[config.mk]
export PLATFORM = sky130hd
export DESIGN_NAME = ocs_top
export DESIGN_NICKNAME = d
export VERILOG_FILES = /design/src/hw/ocs_pkg.sv /design/src/hw/ocs_axil.sv /design/src/hw/ocs_top.sv
export SDC_FILE = /design/constraint.sdc
export NUM_CORES = 1
export LEC_CHECK = 0
export ABC_AREA = 1
export BUFFER_PORTS_ARGS = -buffer_cell sky130_fd_sc_hd__buf_2
export CORE_ASPECT_RATIO = 1.1
export CORE_UTILIZATION = 59
export DETAILED_ROUTE_END_ITERATION = 7
export PLACE_DENSITY_LB_ADDON = 0.05
export SYNTH_ARGS = -nofsm -noshare
export SYNTH_HDL_FRONTEND = slang
export SYNTH_SLANG_ARGS = --single-unit
export TNS_END_PERCENT = 30
[constraint.sdc]
create_clock -name aclk -period 5.59 [get_ports aclk]
set_clock_uncertainty 0.05 [all_clocks]
set_input_delay 0 -clock aclk [delete_from_list [all_inputs] [get_ports aclk]]
set_output_delay 0 -clock aclk [all_outputs]
set_load 0.05 [all_outputs]
[src/hw/ocs_pkg.sv]
// ocs_pkg: register map, field layouts, reset values and timing for the
// offset calibration scheduler.
// assumes a 200 MHz aclk and an AXI4-Lite register bus with 32-bit data.
package ocs_pkg;
	localparam int unsigned CLK_HZ = 200_000_000;
	localparam int unsigned ADDR_W = 8;
	// time figures in their own units
	localparam int unsigned FULL_CAL_S = 20;
	localparam int unsigned FIRST_IDLE_S = 20;
	localparam int unsigned IDLE_S = 5;
	localparam int unsigned SHORT_CAL_S = 16;
	localparam int unsigned DRIFT_HOLD_S = 60;
	localparam int unsigned SLEEP_GAP_H = 10;
	localparam int unsigned CKSUM_MS = 5;
	localparam int unsigned CMD_CAL_MS = 100;
	localparam int unsigned SEC_PER_H = 3600;
	// one-second tick divider
	localparam int unsigned TICK_CYC = CLK_HZ;
	localparam int unsigned CKSUM_CYC = CLK_HZ / 1000 * CKSUM_MS;
	localparam int unsigned CMD_CAL_CYC = CLK_HZ / 1000 * CMD_CAL_MS;
	localparam int unsigned SLEEP_GAP_S = SLEEP_GAP_H * SEC_PER_H;
	// thresholds in measurement units (mA, mV, 0.1 C)
	localparam logic [15:0] CUR_DRIFT_MA = 16'h0064;
	localparam logic [15:0] VOLT_DRIFT_MV = 16'h0100;
	localparam logic [15:0] VOLT_ABORT_MV = 16'h0020;
	localparam logic [15:0] TEMP_DRIFT_DC = 16'h0050;
	localparam logic [15:0] TEMP_LO_DC = 16'h0032;
	localparam logic [15:0] TEMP_HI_DC = 16'h01c2;
	// register byte addresses
	localparam logic [ADDR_W-1:0] A_ALL_CK = 8'h06 << 2;
	localparam logic [ADDR_W-1:0] A_CHEM_CK = 8'h08 << 2;
	localparam logic [ADDR_W-1:0] A_STAT_CK = 8'h0a << 2;
	localparam logic [ADDR_W-1:0] A_CTRL = 8'h40;
	localparam logic [ADDR_W-1:0] A_STATUS = 8'h44;
	localparam logic [ADDR_W-1:0] A_GAIN = 8'h48;
	localparam logic [ADDR_W-1:0] A_DELTA = 8'h4c;
	localparam logic [ADDR_W-1:0] A_OFS = 8'h50;
	localparam logic [ADDR_W-1:0] A_TOFS = 8'h54;
	localparam logic [ADDR_W-1:0] A_SLEEP_I = 8'h58;
	// control register bits
	localparam int unsigned C_CALMODE = 0;
	localparam int unsigned C_CMDCAL = 1;
	localparam int unsigned C_CKSUM = 2;
	// reset values
	localparam logic [15:0] CK_MASK = 16'h7fff;
	localparam logic [15:0] CHEM_CK_RST = 16'h7c23;
	localparam logic [15:0] ALL_CK_RST = 16'h0000;
	localparam logic [15:0] STAT_CK_RST = 16'h0000;
	// 0.9536 and 1119000 as IEEE single precision
	localparam logic [31:0] GAIN_RST = 32'h3f74_1f21;
	localparam logic [31:0] DELTA_RST = 32'h4988_98c0;
	localparam logic [15:0] CC_OFS_RST = 16'h0598;
	localparam logic [7:0] BOARD_OFS_RST = 8'h58;
	localparam logic [15:0] SLEEP_I_RST = 16'h000a;
	localparam logic [1:0] RESP_OK = 2'b00;
	localparam logic [1:0] RESP_ERR = 2'b10;

	typedef enum {OCS_IDLE, OCS_CAL, OCS_CKSUM} ocs_state_e;

	typedef struct packed {
		logic [15:0] cc_ofs;
		logic [7:0] board_ofs;
		logic [7:0] int_t_ofs;
		logic [7:0] ext_t_ofs;
		logic [7:0] pack_v_ofs;
	} ocs_ofs_s;

	typedef struct packed {
		logic [15:0] avg_cur;
		logic [15:0] volt;
		logic [15:0] temp;
	} ocs_meas_s;

	function automatic logic [15:0] ocs_absdiff(input logic [15:0] a,
		input logic [15:0] b);
		return ($signed(a) > $signed(b)) ? a - b : b - a;
	endfunction
endpackage

[src/hw/ocs_axil.sv]
// ocs_axil: AXI4-Lite slave front end, one write and one read at a time.
// assumes the parent decodes addresses and supplies read data in one cycle.
`timescale 1ns/10ps
`default_nettype none
module ocs_axil
	import ocs_pkg::*;
(
	input wire logic aclk,
	input wire logic aresetn,
	input wire logic [ADDR_W-1:0] s_awaddr,
	input wire logic s_awvalid,
	output logic s_awready,
	input wire logic [31:0] s_wdata,
	input wire logic [3:0] s_wstrb,
	input wire logic s_wvalid,
	output logic s_wready,
	output logic [1:0] s_bresp,
	output logic s_bvalid,
	input wire logic s_bready,
	input wire logic [ADDR_W-1:0] s_araddr,
	input wire logic s_arvalid,
	output logic s_arready,
	output logic [31:0] s_rdata,
	output logic [1:0] s_rresp,
	output logic s_rvalid,
	input wire logic s_rready,
	input wire logic stall,
	output logic wr_en,
	output logic [ADDR_W-1:0] wr_addr,
	output logic [31:0] wr_data,
	output logic [3:0] wr_strb,
	input wire logic wr_ok,
	output logic [ADDR_W-1:0] rd_addr,
	input wire logic [31:0] rd_data,
	input wire logic rd_ok
);
	logic aw_have_q, w_have_q;
	logic [ADDR_W-1:0] awaddr_q;
	logic [31:0] wdata_q;
	logic [3:0] wstrb_q;
	wire logic do_wr = aw_have_q && w_have_q && !s_bvalid && !stall;
	wire logic do_rd = s_arvalid && !s_rvalid && !stall;

	assign s_awready = !aw_have_q && !stall;
	assign s_wready = !w_have_q && !stall;
	assign s_arready = do_rd;
	assign wr_en = do_wr;
	assign wr_addr = awaddr_q;
	assign wr_data = wdata_q;
	assign wr_strb = wstrb_q;
	assign rd_addr = s_araddr;

	always_ff @(posedge aclk) begin
		if (!aresetn) begin
			aw_have_q <= 1'b0;
			w_have_q <= 1'b0;
			awaddr_q <= '0;
			wdata_q <= '0;
			wstrb_q <= '0;
			s_bvalid <= 1'b0;
			s_bresp <= RESP_OK;
			s_rvalid <= 1'b0;
			s_rdata <= '0;
			s_rresp <= RESP_OK;
		end else begin
			if (s_awvalid && s_awready) begin
				aw_have_q <= 1'b1;
				awaddr_q <= s_awaddr;
			end
			if (s_wvalid && s_wready) begin
				w_have_q <= 1'b1;
				wdata_q <= s_wdata;
				wstrb_q <= s_wstrb;
			end
			if (do_wr) begin
				aw_have_q <= 1'b0;
				w_have_q <= 1'b0;
				s_bvalid <= 1'b1;
				s_bresp <= wr_ok ? RESP_OK : RESP_ERR;
			end else if (s_bready) begin
				s_bvalid <= 1'b0;
			end
			if (do_rd) begin
				s_rvalid <= 1'b1;
				s_rdata <= rd_ok ? rd_data : '0;
				s_rresp <= rd_ok ? RESP_OK : RESP_ERR;
			end else if (s_rready) begin
				s_rvalid <= 1'b0;
			end
		end
	end
endmodule
`default_nettype wire

[src/hw/ocs_top.sv]
// ocs_top: offset calibration scheduler of a charge-integrating gauge.
// assumes measurements synchronous to aclk, updated by the measuring core.
// Operation
// - static config checksum skips counters, lot codes, lifetime, state, calibration
// - chemistry checksum also covers low-rate resistance table and invalid-charge limits
// - checksum words held in 0..0x7FFF; chemistry resets 0x7C23, others zero
// - calibration parameters change only by commands in calibration mode; cc_ofs is also loaded at the end of every calibration not aborted
// - current uses time-free gain, capacity uses time-based delta factor
// - five separate offset parameters: converter, board, int temp, ext temp, pack V
// - sense inputs shorted together while any converter offset calibration runs
// - full calibration integrates about 20 s; commanded one is short, temporary
// - first accurate calibration when both bus lines stay low over 20 s
// - lines low over 5 s and current under sleep threshold: 16 s calibration
// - sleep entry starts calibration unless temp outside 5..45 C; max once/10 h
// - calibrate when current at most 100 mA and drift held 60 s
// - during calibration keep integrating at last measured rate
// - abort calibration if voltage falls more than 32 mV during it
// - measured offset subtracted from every later sense voltage reading
// - temperature gets additive offset only, one per sensor
// - checksum is 16-bit byte sum with top bit cleared
// - bus is silent during a checksum run of about 5 ms
//
// The AXI4-Lite interface to the registers was decided locally.
`timescale 1ns/10ps
`default_nettype none
module ocs_top
	import ocs_pkg::*;
#(
	parameter int unsigned TICK = TICK_CYC,
	parameter int unsigned CKSUM_T = CKSUM_CYC,
	parameter int unsigned CMD_CAL_T = CMD_CAL_CYC
) (
	input wire logic aclk,
	input wire logic aresetn,
	input wire logic [ADDR_W-1:0] s_awaddr,
	input wire logic s_awvalid,
	output logic s_awready,
	input wire logic [31:0] s_wdata,
	input wire logic [3:0] s_wstrb,
	input wire logic s_wvalid,
	output logic s_wready,
	output logic [1:0] s_bresp,
	output logic s_bvalid,
	input wire logic s_bready,
	input wire logic [ADDR_W-1:0] s_araddr,
	input wire logic s_arvalid,
	output logic s_arready,
	output logic [31:0] s_rdata,
	output logic [1:0] s_rresp,
	output logic s_rvalid,
	input wire logic s_rready,
	input wire logic bus_clk_line,
	input wire logic bus_data_line,
	input wire logic sleep_entry,
	input wire ocs_meas_s meas,
	input wire logic [15:0] sense_voltage,
	input wire logic ext_sensor_sel,
	input wire logic [15:0] raw_temp,
	input wire logic [15:0] cksum_byte_sum,
	input wire logic cal_sample_valid,
	input wire logic [15:0] cal_sample,
	output logic sense_short,
	output logic cal_busy,
	output logic hold_rate,
	output logic [15:0] sense_corrected,
	output logic [15:0] temp_corrected,
	output logic [31:0] current_gain_factor,
	output logic [31:0] capacity_gain_factor
);
	ocs_state_e st_q, st_d;
	logic [31:0] tick_cnt_q, sec_q, idle_s_q, drift_s_q, gap_s_q, cnt_q;
	logic first_done_q, gap_armed_q, cal_mode_q, cmd_cal_q;
	logic [15:0] all_ck_q, chem_ck_q, stat_ck_q, sleep_i_q;
	logic [15:0] v_ref_q, t_ref_q, v_start_q;
	ocs_ofs_s ofs_q;
	logic [31:0] acc_q;
	wire logic tick = (tick_cnt_q == TICK - 1);
	wire logic bus_idle = !bus_clk_line && !bus_data_line;
	wire logic cal_run = (st_q == OCS_CAL);

	////////////////////////////////////////////////////////////////////////
	// register bus
	logic wr_en, wr_ok, rd_ok;
	logic [ADDR_W-1:0] wr_addr, rd_addr;
	logic [31:0] wr_data, rd_data;
	logic [3:0] wr_strb;
	ocs_axil u_axil (
		.aclk(aclk), .aresetn(aresetn),
		.s_awaddr(s_awaddr), .s_awvalid(s_awvalid), .s_awready(s_awready),
		.s_wdata(s_wdata), .s_wstrb(s_wstrb), .s_wvalid(s_wvalid),
		.s_wready(s_wready), .s_bresp(s_bresp), .s_bvalid(s_bvalid),
		.s_bready(s_bready), .s_araddr(s_araddr), .s_arvalid(s_arvalid),
		.s_arready(s_arready), .s_rdata(s_rdata), .s_rresp(s_rresp),
		.s_rvalid(s_rvalid), .s_rready(s_rready),
		.stall(st_q == OCS_CKSUM),
		.wr_en(wr_en), .wr_addr(wr_addr), .wr_data(wr_data),
		.wr_strb(wr_strb), .wr_ok(wr_ok), .rd_addr(rd_addr),
		.rd_data(rd_data), .rd_ok(rd_ok)
	);

	function automatic logic hit(input logic [ADDR_W-1:0] a,
		input logic [ADDR_W-1:0] r);
		return a == r;
	endfunction

	wire logic cal_reg = hit(wr_addr, A_GAIN) || hit(wr_addr, A_DELTA) ||
		hit(wr_addr, A_OFS) || hit(wr_addr, A_TOFS);
	wire logic wr_known = cal_reg || hit(wr_addr, A_ALL_CK) ||
		hit(wr_addr, A_CHEM_CK) || hit(wr_addr, A_STAT_CK) ||
		hit(wr_addr, A_CTRL) || hit(wr_addr, A_SLEEP_I) ||
		hit(wr_addr, A_STATUS);
	assign wr_ok = wr_known && (!cal_reg || cal_mode_q);
	wire logic cal_wr = wr_en && cal_mode_q;
	wire logic [15:0] wr_ck = wr_data[15:0] & CK_MASK;

	always_comb begin
		rd_ok = 1'b1;
		rd_data = '0;
		case (rd_addr)
			A_ALL_CK: rd_data = {16'h0000, all_ck_q};
			A_CHEM_CK: rd_data = {16'h0000, chem_ck_q};
			A_STAT_CK: rd_data = {16'h0000, stat_ck_q};
			A_CTRL: rd_data = {29'h0000_0000, 1'b0, cmd_cal_q, cal_mode_q};
			A_STATUS: rd_data = {28'h000_0000, first_done_q, gap_armed_q,
				st_q == OCS_CKSUM, cal_run};
			A_GAIN: rd_data = current_gain_factor;
			A_DELTA: rd_data = capacity_gain_factor;
			A_OFS: rd_data = {ofs_q.cc_ofs, ofs_q.board_ofs, ofs_q.pack_v_ofs};
			A_TOFS: rd_data = {16'h0000, ofs_q.int_t_ofs, ofs_q.ext_t_ofs};
			A_SLEEP_I: rd_data = {16'h0000, sleep_i_q};
			default: rd_ok = 1'b0;
		endcase
	end

	////////////////////////////////////////////////////////////////////////
	// trigger conditions
	wire logic [15:0] v_drift = ocs_absdiff(meas.volt, v_ref_q);
	wire logic [15:0] t_drift = ocs_absdiff(meas.temp, t_ref_q);
	wire logic drifted = (v_drift >= VOLT_DRIFT_MV) ||
		(t_drift > TEMP_DRIFT_DC);
	wire logic low_cur = $signed(meas.avg_cur) <= $signed(CUR_DRIFT_MA);
	wire logic temp_ok = ($signed(meas.temp) > $signed(TEMP_LO_DC)) &&
		($signed(meas.temp) < $signed(TEMP_HI_DC));
	wire logic trig_first = !first_done_q && idle_s_q >= FIRST_IDLE_S;
	wire logic trig_idle = first_done_q && idle_s_q >= IDLE_S &&
		$signed(meas.avg_cur) < $signed(sleep_i_q);
	wire logic trig_sleep = sleep_entry && temp_ok && gap_armed_q;
	wire logic trig_drift = low_cur && drift_s_q >= DRIFT_HOLD_S;
	wire logic trig_cmd = cal_mode_q && cmd_cal_q;
	wire logic trig_any = trig_first || trig_idle || trig_sleep ||
		trig_drift || trig_cmd;
	wire logic v_abort = $signed(v_start_q) - $signed(meas.volt) >
		$signed(VOLT_ABORT_MV);
	wire logic cksum_go = wr_en && hit(wr_addr, A_CTRL) && wr_strb[0] &&
		wr_data[C_CKSUM];
	// full calibration runs longer than the idle-triggered one
	wire logic [31:0] cal_len = cmd_cal_q ? CMD_CAL_T :
		(first_done_q ? SHORT_CAL_S : FULL_CAL_S);
	wire logic cal_end = cmd_cal_q ? (cnt_q >= cal_len) :
		(sec_q >= cal_len);

	always_comb begin
		st_d = st_q;
		case (st_q)
			OCS_IDLE: begin
				if (cksum_go)
					st_d = OCS_CKSUM;
				else if (trig_any)
					st_d = OCS_CAL;
			end
			OCS_CAL: if (v_abort || cal_end) st_d = OCS_IDLE;
			OCS_CKSUM: if (cnt_q >= CKSUM_T - 1) st_d = OCS_IDLE;
			default: st_d = OCS_IDLE;
		endcase
	end

	////////////////////////////////////////////////////////////////////////
	// timers and sequence
	always_ff @(posedge aclk) begin
		if (!aresetn) begin
			st_q <= OCS_IDLE;
			tick_cnt_q <= '0;
			sec_q <= '0;
			cnt_q <= '0;
			idle_s_q <= '0;
			drift_s_q <= '0;
			gap_s_q <= '0;
			gap_armed_q <= 1'b1;
			first_done_q <= 1'b0;
			acc_q <= '0;
			v_ref_q <= '0;
			t_ref_q <= '0;
			v_start_q <= '0;
		end else begin
			st_q <= st_d;
			tick_cnt_q <= tick ? '0 : tick_cnt_q + 32'd1;
			cnt_q <= (st_d != st_q) ? '0 : cnt_q + 32'd1;
			if (!bus_idle)
				idle_s_q <= '0;
			else if (tick && !cal_run)
				idle_s_q <= idle_s_q + 32'd1;
			if (!drifted)
				drift_s_q <= '0;
			else if (tick)
				drift_s_q <= drift_s_q + 32'd1;
			if (tick && !gap_armed_q)
				gap_s_q <= gap_s_q + 32'd1;
			if (gap_s_q >= SLEEP_GAP_S) begin
				gap_armed_q <= 1'b1;
				gap_s_q <= '0;
			end
			if (st_q == OCS_IDLE && st_d == OCS_CAL) begin
				sec_q <= '0;
				acc_q <= '0;
				v_start_q <= meas.volt;
				if (trig_sleep)
					gap_armed_q <= 1'b0;
			end else if (cal_run) begin
				if (tick)
					sec_q <= sec_q + 32'd1;
				if (cal_sample_valid)
					acc_q <= acc_q + {{16{cal_sample[15]}}, cal_sample};
			end
			if (cal_run && st_d == OCS_IDLE && !v_abort) begin
				idle_s_q <= '0;
				drift_s_q <= '0;
				v_ref_q <= meas.volt;
				t_ref_q <= meas.temp;
				if (!cmd_cal_q)
					first_done_q <= 1'b1;
			end
		end
	end

	////////////////////////////////////////////////////////////////////////
	// registers and corrected outputs
	always_ff @(posedge aclk) begin
		if (!aresetn) begin
			all_ck_q <= ALL_CK_RST;
			chem_ck_q <= CHEM_CK_RST;
			stat_ck_q <= STAT_CK_RST;
			cal_mode_q <= 1'b0;
			cmd_cal_q <= 1'b0;
			sleep_i_q <= SLEEP_I_RST;
			current_gain_factor <= GAIN_RST;
			capacity_gain_factor <= DELTA_RST;
			ofs_q <= '{CC_OFS_RST, BOARD_OFS_RST, 8'h00, 8'h00, 8'h00};
			sense_short <= 1'b0;
			cal_busy <= 1'b0;
			hold_rate <= 1'b0;
			sense_corrected <= '0;
			temp_corrected <= '0;
		end else begin
			if (st_q == OCS_CKSUM && st_d == OCS_IDLE) begin
				// covered set is chosen by the engine
				if (cksum_byte_sum[15:0] != chem_ck_q)
					stat_ck_q <= cksum_byte_sum & CK_MASK;
			end
			if (wr_en) begin
				case (wr_addr)
					A_ALL_CK: all_ck_q <= wr_ck;
					A_CHEM_CK: chem_ck_q <= wr_ck;
					A_STAT_CK: stat_ck_q <= wr_ck;
					A_CTRL: begin
						cal_mode_q <= wr_data[C_CALMODE];
						cmd_cal_q <= wr_data[C_CMDCAL] && wr_data[C_CALMODE];
					end
					A_SLEEP_I: sleep_i_q <= wr_data[15:0];
					default: ;
				endcase
			end
			if (cal_wr) begin
				case (wr_addr)
					A_GAIN: current_gain_factor <= wr_data;
					A_DELTA: capacity_gain_factor <= wr_data;
					A_OFS: begin
						ofs_q.cc_ofs <= wr_data[31:16];
						ofs_q.board_ofs <= wr_data[15:8];
						ofs_q.pack_v_ofs <= wr_data[7:0];
					end
					A_TOFS: begin
						ofs_q.int_t_ofs <= wr_data[15:8];
						ofs_q.ext_t_ofs <= wr_data[7:0];
					end
					default: ;
				endcase
			end
			if (cal_run && st_d == OCS_IDLE && !v_abort)
				ofs_q.cc_ofs <= acc_q[15:0];
			// an aborted commanded run must not restart itself
			if (cal_run && st_d == OCS_IDLE)
				cmd_cal_q <= 1'b0;
			sense_short <= (st_d == OCS_CAL);
			cal_busy <= (st_d == OCS_CAL);
			hold_rate <= (st_d == OCS_CAL);
			sense_corrected <= sense_voltage - ofs_q.cc_ofs;
			temp_corrected <= raw_temp + {{8{ext_sensor_sel ?
				ofs_q.ext_t_ofs[7] : ofs_q.int_t_ofs[7]}},
				ext_sensor_sel ? ofs_q.ext_t_ofs : ofs_q.int_t_ofs};
		end
	end

	////////////////////////////////////////////////////////////////////////
	// checks
	property p_short_follows;
		@(posedge aclk) disable iff (!aresetn) cal_run |-> sense_short;
	endproperty
	a_short_follows: assert property (p_short_follows)
		else $error("sense inputs not shorted during calibration");
	property p_ck_range;
		@(posedge aclk) disable iff (!aresetn)
			!all_ck_q[15] && !chem_ck_q[15] && !stat_ck_q[15];
	endproperty
	a_ck_range: assert property (p_ck_range)
		else $error("checksum word above 0x7fff");
	property p_gain_locked;
		@(posedge aclk) disable iff (!aresetn)
			!cal_mode_q |=> $stable(current_gain_factor);
	endproperty
	a_gain_locked: assert property (p_gain_locked)
		else $error("gain changed outside calibration mode");
	property p_idle_clear;
		@(posedge aclk) disable iff (!aresetn) !bus_idle |=> idle_s_q == 0;
	endproperty
	a_idle_clear: assert property (p_idle_clear)
		else $error("idle timer not cleared");
	property p_bus_silent;
		@(posedge aclk) disable iff (!aresetn)
			st_q == OCS_CKSUM |-> !s_awready && !s_arready;
	endproperty
	a_bus_silent: assert property (p_bus_silent)
		else $error("bus answered during checksum");
	property p_abort;
		@(posedge aclk) disable iff (!aresetn)
			cal_run && v_abort |=> st_q == OCS_IDLE;
	endproperty
	a_abort: assert property (p_abort)
		else $error("calibration not aborted on voltage drop");
	property p_first;
		@(posedge aclk) disable iff (!aresetn)
			st_q == OCS_IDLE && trig_first && !cksum_go |=> cal_run ##1 sense_short;
	endproperty
	a_first: assert property (p_first)
		else $error("first idle calibration not started");
	property p_sleep_gap;
		@(posedge aclk) disable iff (!aresetn)
			sleep_entry && !gap_armed_q && !trig_first && !trig_idle &&
			!trig_drift && !trig_cmd && st_q == OCS_IDLE && !cksum_go
			|=> !cal_run;
	endproperty
	a_sleep_gap: assert property (p_sleep_gap)
		else $error("sleep calibration repeated within gap");
endmodule
`default_nettype wire

* Word level (Yosys, flattened, before mapping)
Cells that the tools add are included.
** Storage, ports and cells
- Logic and storage cells :: 220
- Output and inout port bits :: 140
- Register bits after elaboration :: 596
** Operators by class
- Multiplexer cells :: 33
- Equality and inequality tests :: 28
- Order comparisons :: 16
- Bitwise operators :: 4
- Add/sub/neg operators :: 14
- Reductions and logical operators :: 86
** Operators by type and width (count)
- case mux 32 bit (10 select lines) :: 1
- adder 32 x 1 -> 32 bit (second input constant) :: 6
- two-way mux 32 bit :: 5
- two-way mux 16 bit :: 8
- equality test 8 x 7 -> 1 bit (second input constant) :: 14
- equality test 32 x 2 -> 1 bit (second input constant) :: 3
- zero test 32 bit :: 3
- case mux 32 bit (3 select lines) :: 1
- subtractor 16 bit :: 6
- greater-or-equal comparator 32 x 25 -> 1 bit :: 2
- > comparator 16 x 7 -> 1 bit (second input constant) :: 3
- two-way mux 48 bit :: 1
- adder 32 bit :: 1
- equality test 32 x 1 -> 1 bit (second input constant) :: 1
- equality test 32 x 28 -> 1 bit (second input constant) :: 1
- equality test 32 x 3 -> 1 bit (second input constant) :: 1
- equality test 8 x 6 -> 1 bit (second input constant) :: 4
- greater-or-equal comparator 32 x 16 -> 1 bit (second input constant) :: 1
- greater-or-equal comparator 32 x 20 -> 1 bit (second input constant) :: 1
- greater-or-equal comparator 32 x 3 -> 1 bit (second input constant) :: 1
- greater-or-equal comparator 32 x 5 -> 1 bit (second input constant) :: 1
- greater-or-equal comparator 32 x 6 -> 1 bit (second input constant) :: 1
- > comparator 16 bit :: 2
- != test 32 bit :: 1
- 22 further kinds :: 112

* Logic depth before layout (Yosys ltp)
Gate-level depths: netlist (run 1).
- Word-level depth :: 15
- Gate-level depth with buffers :: 25

* Modules after synthesis
From an unflattened synthesis (run 1), not the netlist that was laid out.
** Unflattened totals
- Cell total of the unflattened synthesis :: 4637
- Area total of the unflattened synthesis :: 32457.4 um2
** Modules (own cells, without submodules)
- ocs_top :: times used 1, area an instance 28832.7 um2, seq. area each 9989.6 um2, cells an instance 4125
- ocs_axil :: times used 1, area an instance 3624.7 um2, seq. area each 1641.6 um2, cells an instance 512

* Worst setup path after synthesis (run 1)
Ideal clock, no wire load.
- Path kind :: register -> register
- Start point :: reg v_start_q[0]
- End point :: reg ofs_q[41] (netlist name)
- Data arrival time :: 2.620 ns
- Clock period less this slack :: 2.798 ns
- Setup slack :: 2.792 ns
- Path buffers :: 2
- Cell stages (with the launch flop) :: 22
- Path through :: dfxtp_1 inv_1 ha_1 fa_1 inv_1 nand3_1 nand2_1 nand2_1 nand2_1 nand2_1 nand2_1 nand2_1 nor3_1 nand3_1 a21oi_2 nand3_2 buf_6 buf_4 nand2_1 nand2_1 nor2_1 nor2_1
** Between the ends
- Cells in the longest elaborated chain, start to end :: 10
- Elaborated cells on any way between the ends :: 13
** RTL lines
- start, declared :: RTL line ocs_top.sv:74 : logic [15:0] v_ref_q, t_ref_q, v_start_q;
- start signal, assigned :: RTL line ocs_top.sv:215 : v_start_q <= meas.volt;
- subtractor 16 bit (*) :: RTL line ocs_top.sv:152 : wire logic v_abort = $signed(v_start_q) - $signed(meas.volt) >
- > comparator 16 x 7 -> 1 bit (*) :: RTL line ocs_top.sv:152
- logical OR 1 bit :: RTL line ocs_top.sv:171 : OCS_CAL: if (v_abort || cal_end) st_d = OCS_IDLE;
- two-way mux 32 bit :: RTL line ocs_top.sv:171
- case mux 32 bit (3 select lines) :: RTL line ocs_top.sv:164 : case (st_q)
- zero test 32 bit :: RTL line ocs_top.sv:288 : if (cal_run && st_d == OCS_IDLE && !v_abort)
- logical AND 1 bit :: RTL line ocs_top.sv:288
- logical AND 1 bit (*) :: RTL line ocs_top.sv:288
- nonzero test 2 bit (no line)
- AND reduction 2 bit (no line)
- end signal, assigned :: RTL line ocs_top.sv:247 : ofs_q <= '{CC_OFS_RST, BOARD_OFS_RST, 8'h00, 8'h00, 8'h00};
- end, declared :: RTL line ocs_top.sv:75 : ocs_ofs_s ofs_q;
Every way passes the cells marked *; elsewhere a longest branch is shown, timed or not.
A chain may end at the register's enable or synchronous reset.

* Worst setup path in the final report (run 1)
- Start point :: reg cmd_cal_q
- End point :: reg v_ref_q[9]
** Between the ends
- Cells in the longest elaborated chain, start to end :: 9
- Elaborated cells on any way between the ends :: 14
** RTL lines
- start, declared :: RTL line ocs_top.sv:72 : logic first_done_q, gap_armed_q, cal_mode_q, cmd_cal_q;
- start signal, assigned :: RTL line ocs_top.sv:266 : cmd_cal_q <= wr_data[C_CMDCAL] && wr_data[C_CALMODE];
- two-way mux 25 bit :: RTL line ocs_top.sv:157 : wire logic [31:0] cal_len = cmd_cal_q ? CMD_CAL_T :
- greater-or-equal comparator 32 x 25 -> 1 bit, on equally long branches :: RTL line ocs_top.sv:160, ocs_top.sv:159
- two-way mux 1 bit :: RTL line ocs_top.sv:159 : wire logic cal_end = cmd_cal_q ? (cnt_q >= cal_len) :
- logical OR 1 bit :: RTL line ocs_top.sv:171
- two-way mux 32 bit :: RTL line ocs_top.sv:171
- case mux 32 bit (3 select lines) (*) :: RTL line ocs_top.sv:164
- zero test 32 bit (*) :: RTL line ocs_top.sv:224 : if (cal_run && st_d == OCS_IDLE && !v_abort) begin
- logical AND 1 bit (*) (2 in a row) :: RTL line ocs_top.sv:224
- end signal, assigned :: RTL line ocs_top.sv:227 : v_ref_q <= meas.volt;
- end, declared :: RTL line ocs_top.sv:74
Marked as above.

==> impl_results.md, run 1 <==
* Synthesized instance count at 4667
* Count of nets after finishing at 5510
* Worst min-delay path class: in2reg
* Final Wtd Congestion at 0.979
* Register-to-Register Setup Slack at 0.51 ns
* Largest net degree at the start of global routing at 93
* Yosys warnings at 0
* Post-detailed-placement half-perimeter wirelength at 71500 um
* Hold slack final at 0.0297 ns
* Net switching power figure at 0.00234 W
* Number of I/O port buffers at 310
* Buffer levels on the longest clock path at 3
* Data required, critical path at 6.02 ns
* Worst setup SP type: flop
* Per-cell via count in the routed design at 5.53
* Main flop type after synthesis: dfxtp_1
* Post-route setup slack at 0.505 ns
* Seq/Total Area, Yosys at 0.358
* Post-Synthesis Mean Instance Area at 6.93 um^2
* CTS H-tree depth at 2
* Worst Max-Slew Pin Slew at 1.17 ns
* TritonCTS buffer count at 59
* Capturing instance or port of the critical path: v_ref_q[9]
* Vias in the first global route at 30.3k
* Postcts setup bufs at 0
* Launching instance or port of the critical path: cmd_cal_q
* Data arrival at the endpoint of the critical path at 5.51 ns
* Share of the core filled with cells in the final layout at 0.720
* Commonest cells in the synthesized netlist: 884 x nand2_1, 649 x inv_1, 578 x dfxtp_1
* First-pass GRT wire length at 157000 um
* Number of setup violations in the final report at 0
* Kind of critical path: reg2reg
* Area added between synthesis and finish at 19.9%
* Cell count of the worst reg-to-reg path at 19
* Worst-skew pair later-pin latency at 0.65 ns
* Max Freq at 197 MHz
* Clock root buffer: clkbuf_16
* Worst-path maximum fanout at 64
* Most frequently used cell type in the post-synthesis netlist: nand2_1
* Period minus WS final at 5.08 ns
* DRC violations left at 0
* Post-synth ARST share at 0
* Part of the total power dissipated in combinational logic at 0.091
* Share of the synthesized area in the top cell type at 0.358
* Number of sinks handled by clock tree synthesis at 578
* RSZ-0062 raised after global routing: no
* Cell types with the largest area share after synthesis: dfxtp_1 36%, nand2_1 10%, a21oi_1 8.0%, inv_1 7.5%, ha_1 6.5%
* Ports placed on the boundary at 316
* Die height at 248 um
* Number of max-cap violations at 0
* Count of pins over their slew limit at 0
* X dimension of the die at 225 um
* TritonCTS clock tree: built
* Placed inst area at 34500 um^2
* Iteration count of the initial detailed-routing pass at 6
* Core ar. at 53900 um^2
* Via count of the routed design at 32.8k
* Summed negative setup slack over all endpoints at 0 ns
* Number of endpoints with negative hold slack in the final report at 0
* Relative max-transition margin at 0.213
* Reg clk slew, reported paths at 0.06 ns
* Type of element capturing the critical path: flop
* Antenna violations before repair at 6
* Distinct cell type count of the synthesized netlist at 68
* Flops & latches, synth at 578
* Power density over cell area at 246 nW/um^2
* Standard-cell rows at 89
* Worst supply voltage drop on vdd at 0.401 mV
* Ratio of cells with drive above 1 in the final layout at 0.105
* Biggest area consumer among synthesized cells: dfxtp_1
* Initial Utilization at 0.600
* Worst Setup Slack post-DPL at 1.18 ns
* Worst r2r src: cmd_cal_q
* Reg-to-Reg End: v_ref_q[9]
* Total Die Area at 55800 um^2
* Mapped cell area at 32400 um^2
* Detailed Route Iter0 Violations at 2910
* Period Utilization, post-route at 0.910
* Design area at 38800 um^2
* Power share of the clock group at 0.464
* WL/cell at 16.9 um
* GRT Overall Usage at 0.352
* Fraction of power spent switching nets at 0.245
* Leakage power total at 17.0 nW
* Number of routed nets with antenna violations at 0
* Overflow left after global routing at 0
* Number of flops mapped to enable cells by yosys at 0
* Routed wire length at 100000 um
* Sequential cell fraction of total power at 0.445
* Outcome: finished, final reports clean
* Internal Dissipation at 0.00720 W
-- per-layer routing --
layer | up-vias | global-route usage | share of wire
met1 | 15000 | 0.473 | 0.43
met4 | 0 | 0.128 | 0.038
li1 | 16300 | - | -
met2 | 1291 | 0.568 | 0.45
met3 | 217 | 0.0565 | 0.085
met5 | - | 0 | 0
-- worst min path at each step --
stage | startpoint | to | slack [ns] | cells after the start
6_report | s_araddr[5] | u_axil.s_rdata[3] | 0.03 | 8
2_1_floorplan | meas[31] | v_start_q[15] | 0.11 | 2
5_1_grt | s_araddr[5] | u_axil.s_rdata[3] | 0.09 | 8
3_5_place_dp | s_rready | u_axil.s_rvalid | 0.21 | 4
4_1_cts | s_araddr[5] | u_axil.s_rdata[3] | 0.004 | 8
3_3_place_gp | s_rready | u_axil.s_rvalid | 0.21 | 4
-- logic make-up (layout without fill, tap and decap cells) --
family	Yosys count	in the layout	share of synthesized area
fa+ha+maj	175	175	0.0690
flops	578	578	0.358
xor+xnor	132	132	0.0357
simple gates	1900	1900	0.263
other cells	1	50	0.000116
compound gates	1054	1054	0.176
buf+inv	827	1317	0.0989
-- cells in the final DEF (no fill, tap or decap), drive strengths merged, types with 99 or more instances in the layout --
cell and count:
ha 169, a21oi 519, inv 661, dfxtp 578, o21ai 377, nand3 189, nand4 108, xor2 99
buf 330, nor3 112, dlygate4sd3 215, nor2 481, nand2 903
-- state kept, by name, summed over array words and instances (netlist names), 32 cells and up --
register,cells
u_axil.wr_data,32
tick_cnt_q,32
drift_s_q,32
u_axil.s_rdata,32
sec_q,32
capacity_gain_factor,32
gap_s_q,32
ofs_q,48
st_q,32
current_gain_factor,32
idle_s_q,32
cnt_q,32
-- power by group through the flow --
stage,combinational [W],sequential [W],clock (W)
3_5_place_dp,0.000716,0.00433,0
5_1_grt,0.000944,0.00425,0.00465
2_1_floorplan,0.000432,0.00436,0
6_report,0.000864,0.00425,0.00443
3_3_place_gp,0.000708,0.00433,0
4_1_cts,0.000837,0.00424,0.00446
-- worst max-delay path: stages (launching register included) --
cell	delay (ns)
dfxtp_1	0.51
inv_1	0.45
ha_1	0.47
nand2_1	0.06
nor2_1	0.13
nand4_1	0.09
nor3_1	0.23
nand2_1	0.08
nand3_1	0.14
nand2_1	0.06
nand2_1	0.06
nor2_1	0.04
nand2_1	0.09
nand3_2	0.09
nand2_1	0.36
nand3_2	0.53
buf_4	0.49
o21ai_0	0.24
dlygate4sd3_1	0.60
a21oi_1	0.06
-- area by class of cell --
cell class / instances / area (um^2)
antenna: 2 / 5.00
clock buffer: 80 / 1680
clock inverter: 26 / 492
fill: 4592 / 15100
inverter: 666 / 2500
multi-input combinational: 3309 / 17800
sequential: 578 / 11600
tap: 728 / 911
timing repair buffer: 545 / 3860
-- metrics by stage --
step,instances,power [W]
global placement,5611,0.00504
global route,5934,0.00985
detailed placement,5611,0.00505
CTS,5932,0.00954
finish,5934,0.00954
floorplan,4714,0.00479
-- repair_timing --
action                                 in CTS  in global routing
setup endpoints to repair                   0                  0
hold buffers                              215                  0
resized for setup                           0                  0
endpoints found under the hold margin     169                  0
Note: power is estimated with default switching activity, not from simulation.
==> run 2, diff against run 1 <==
--- a/config.mk
+++ b/config.mk
@@ -12,3 +12,3 @@
 export DETAILED_ROUTE_END_ITERATION = 7
-export PLACE_DENSITY_LB_ADDON = 0.05
+export PLACE_DENSITY = 0.8
 export SYNTH_ARGS = -nofsm -noshare
==> constraint.sdc (replaced) <==
create_clock -name aclk -period 5.59 [get_ports aclk]
set_clock_uncertainty 0.05 [all_clocks]
set_input_delay 0.559 -clock aclk [delete_from_list [all_inputs] [get_ports aclk]]
set_output_delay 0.559 -clock aclk [all_outputs]
set_load 0.05 [all_outputs]
==> impl_results.md, run 2 (synthesis results as in run 1) <==
* Outcome: finished, final reports clean
* Relative max-transition margin at 0.218 (+0.00406)
* Postcts setup bufs at 0 (unchanged)
* Final Wtd Congestion at 0.989 (+0.99%)
* First-pass GRT wire length at 149000 um (-5.1%)
* Max Freq at 227 MHz (+15%)
* TritonCTS clock tree: built
* Via count of the routed design at 32.0k (-2.5%)
* Most common cell after layout, fill and taps aside: nand2_1
* Number of flip-flops in the largest register at 48 (unchanged)
* Count of pins over their slew limit at 0 (unchanged)
* Post-CTS sizing at 0 (unchanged)
* Kind of critical path: reg2reg
* Number of endpoints with negative hold slack in the final report at 0 (unchanged)
* Period Utilization, post-route at 0.789 (-0.121)
* Worst setup SP type: flop
* Initial Utilization at 0.600 (unchanged)
* Largest net degree at the start of global routing at 179 (+92%)
* Post-detailed-placement half-perimeter wirelength at 71200 um (-0.40%)
* Buffer levels on the longest clock path at 3 (unchanged)
* Clock root buffer: clkbuf_16
* Leakage power total at 16.1 nW (-5.6%)
* Data required, critical path at 6.03 ns (about the same)
* Worst-path maximum fanout at 32 (-50%)
* Commonest non-fill, non-tap cells in the layout: 883 x nand2_1, 648 x inv_1, 578 x dfxtp_1
* Iteration count of the initial detailed-routing pass at 6 (unchanged)
* CTS hold repair buffers at 0 (-100%)
* Die height at 248 um (unchanged)
* Antenna violations before repair at 6 (unchanged)
* Overflow left after global routing at 0 (unchanged)
* RSZ-0062 raised after global routing: no
* Standard-cell rows at 89 (unchanged)
* Worst Max-Slew Pin Slew at 1.17 ns (-0.00605 ns)
* Data arrival at the endpoint of the critical path at 4.85 ns (-0.66 ns)
* Number of setup violations in the final report at 0 (unchanged)
* Placed inst area at 34500 um^2 (about the same)
* Core ar. at 53900 um^2 (unchanged)
* Number of routed nets with antenna violations at 0 (unchanged)
* Worst min-delay path class: in2reg
* Design area at 36600 um^2 (-5.7%)
* Top register by number of flip-flops: ofs_q
* Total Die Area at 55800 um^2 (unchanged)
* Ports placed on the boundary at 316 (unchanged)
* Worst-skew pair later-pin latency at 0.65 ns (about the same)
* Number of sinks handled by clock tree synthesis at 578 (unchanged)
* Worst supply voltage drop on vdd at 0.261 mV (-35%)
* X dimension of the die at 225 um (unchanged)
* GRT Overall Usage at 0.334 (-0.0174)
* Ratio of cells with drive above 1 in the final layout at 0.111 (+0.00595)
* Area added between synthesis and finish at 13.0%
* Number of I/O port buffers at 310 (unchanged)
* Routed wire length at 95300 um (-5.0%)
* Count of nets after finishing at 5291 (-4.0%)
* Summed negative setup slack over all endpoints at 0 ns (unchanged)
* WL/cell at 16.7 um (-1.5%)
* Vias in the first global route at 28.8k (-4.8%)
* Power density over cell area at 252 nW/um^2 (+2.6%)
* DRC violations left at 0 (unchanged)
* CTS H-tree depth at 2 (unchanged)
* Period minus WS final at 4.41 ns (-0.674 ns)
* Type of element capturing the critical path: flop
* Register-to-Register Setup Slack at 1.18 ns (+0.67 ns)
* Detailed Route Iter0 Violations at 3272 (+12%)
* Number of max-cap violations at 0 (unchanged)
* Per-cell via count in the routed design at 5.59 (+1.1%)
* Reg clk slew, reported paths at 0.07 ns (about the same)
* TritonCTS buffer count at 59 (unchanged)
==> run 2: changes by cell type in the layout (fill, tap and decap cells not counted) <==
cell           previous run  this run
clkinv_2                  8        19
clkinv_4                  0         3
diode_2                   2         6
bufinv_16                13         8
buf_12                    0         2
inv_6                     1         3
clkbuf_1                 10         3
dlygate4sd3_1           215         0
buf_4                    20        14
==> run 2: routing by layer <==
metal	vias up	wire, um	global-route usage
met5	-	13	0
met3	191	8730	0.0560
li1	15900	-	-
met1	14600	41600	0.461
met4	2	3310	0.126
met2	1266	41700	0.523
==> run 2: where the power goes <==
group / leakage, nW / internal, W / total (W) / switching, W
Clock: 1.04 / 0.00247 / 0.00425 / 0.00177
Combinational: 10.3 / 0.000223 / 0.000731 / 0.000508
Sequential: 4.69 / 0.00418 / 0.00425 / 0.0000655
Total: 16.1 / 0.00688 / 0.00923 / 0.00235
==> run 2: worst paths after layout <==
check / endpoint / cells after the start / from
max: drift_s_q[14] / 17 / cmd_cal_q
min: u_axil.s_rvalid / 4 / s_rready
max reg2reg: drift_s_q[14] / 17 / cmd_cal_q
min reg2reg: tick_cnt_q[0] / 1 / tick_cnt_q[0]
==> run 2: area by class of cell <==
| type | count | area (um^2) |
|---|---|---|
| timing repair buffer | 326 | 1700 |
| multi-input combinational | 3309 | 17800 |
| inverter | 666 | 2500 |
| clock inverter | 37 | 440 |
| tap | 728 | 911 |
| antenna | 6 | 15.0 |
| clock buffer | 73 | 1650 |
| fill | 4858 | 17300 |
| sequential | 578 | 11600 |
==> run 2: critical path, cell delays in order, from the launching register on <==
cell,delay (ns)
dfxtp_1,0.49
inv_1,0.45
ha_1,0.47
inv_1,0.04
nor3_1,0.22
inv_1,0.08
nor3_1,0.21
nand2_1,0.07
nand3_1,0.08
nand2_1,0.05
inv_1,0.08
nor2_1,0.04
nand2_1,0.09
nand3_2,0.09
nand2_1,0.31
nand3_2,0.55
nand3_2,0.71
nor2_1,0.13
==> run 2: through the flow <==
step / setup WS, ns / power [W] / utilization / cells / hold WS [ns]
after global routing: 0.623 / 0.00950 / 0.679 / 5722 / 0.126
after CTS: 1.23 / 0.00924 / 0.678 / 5717 / 0.105
after detailed placement: 1.10 / 0.00505 / 0.640 / 5607 / 0.386
after floorplan: 2.55 / 0.00479 / - / 4714 / 0.363
after global placement: 1.19 / 0.00504 / 0.640 / 5607 / 0.375
final: 1.18 / 0.00923 / 0.679 / 5723 / 0.116
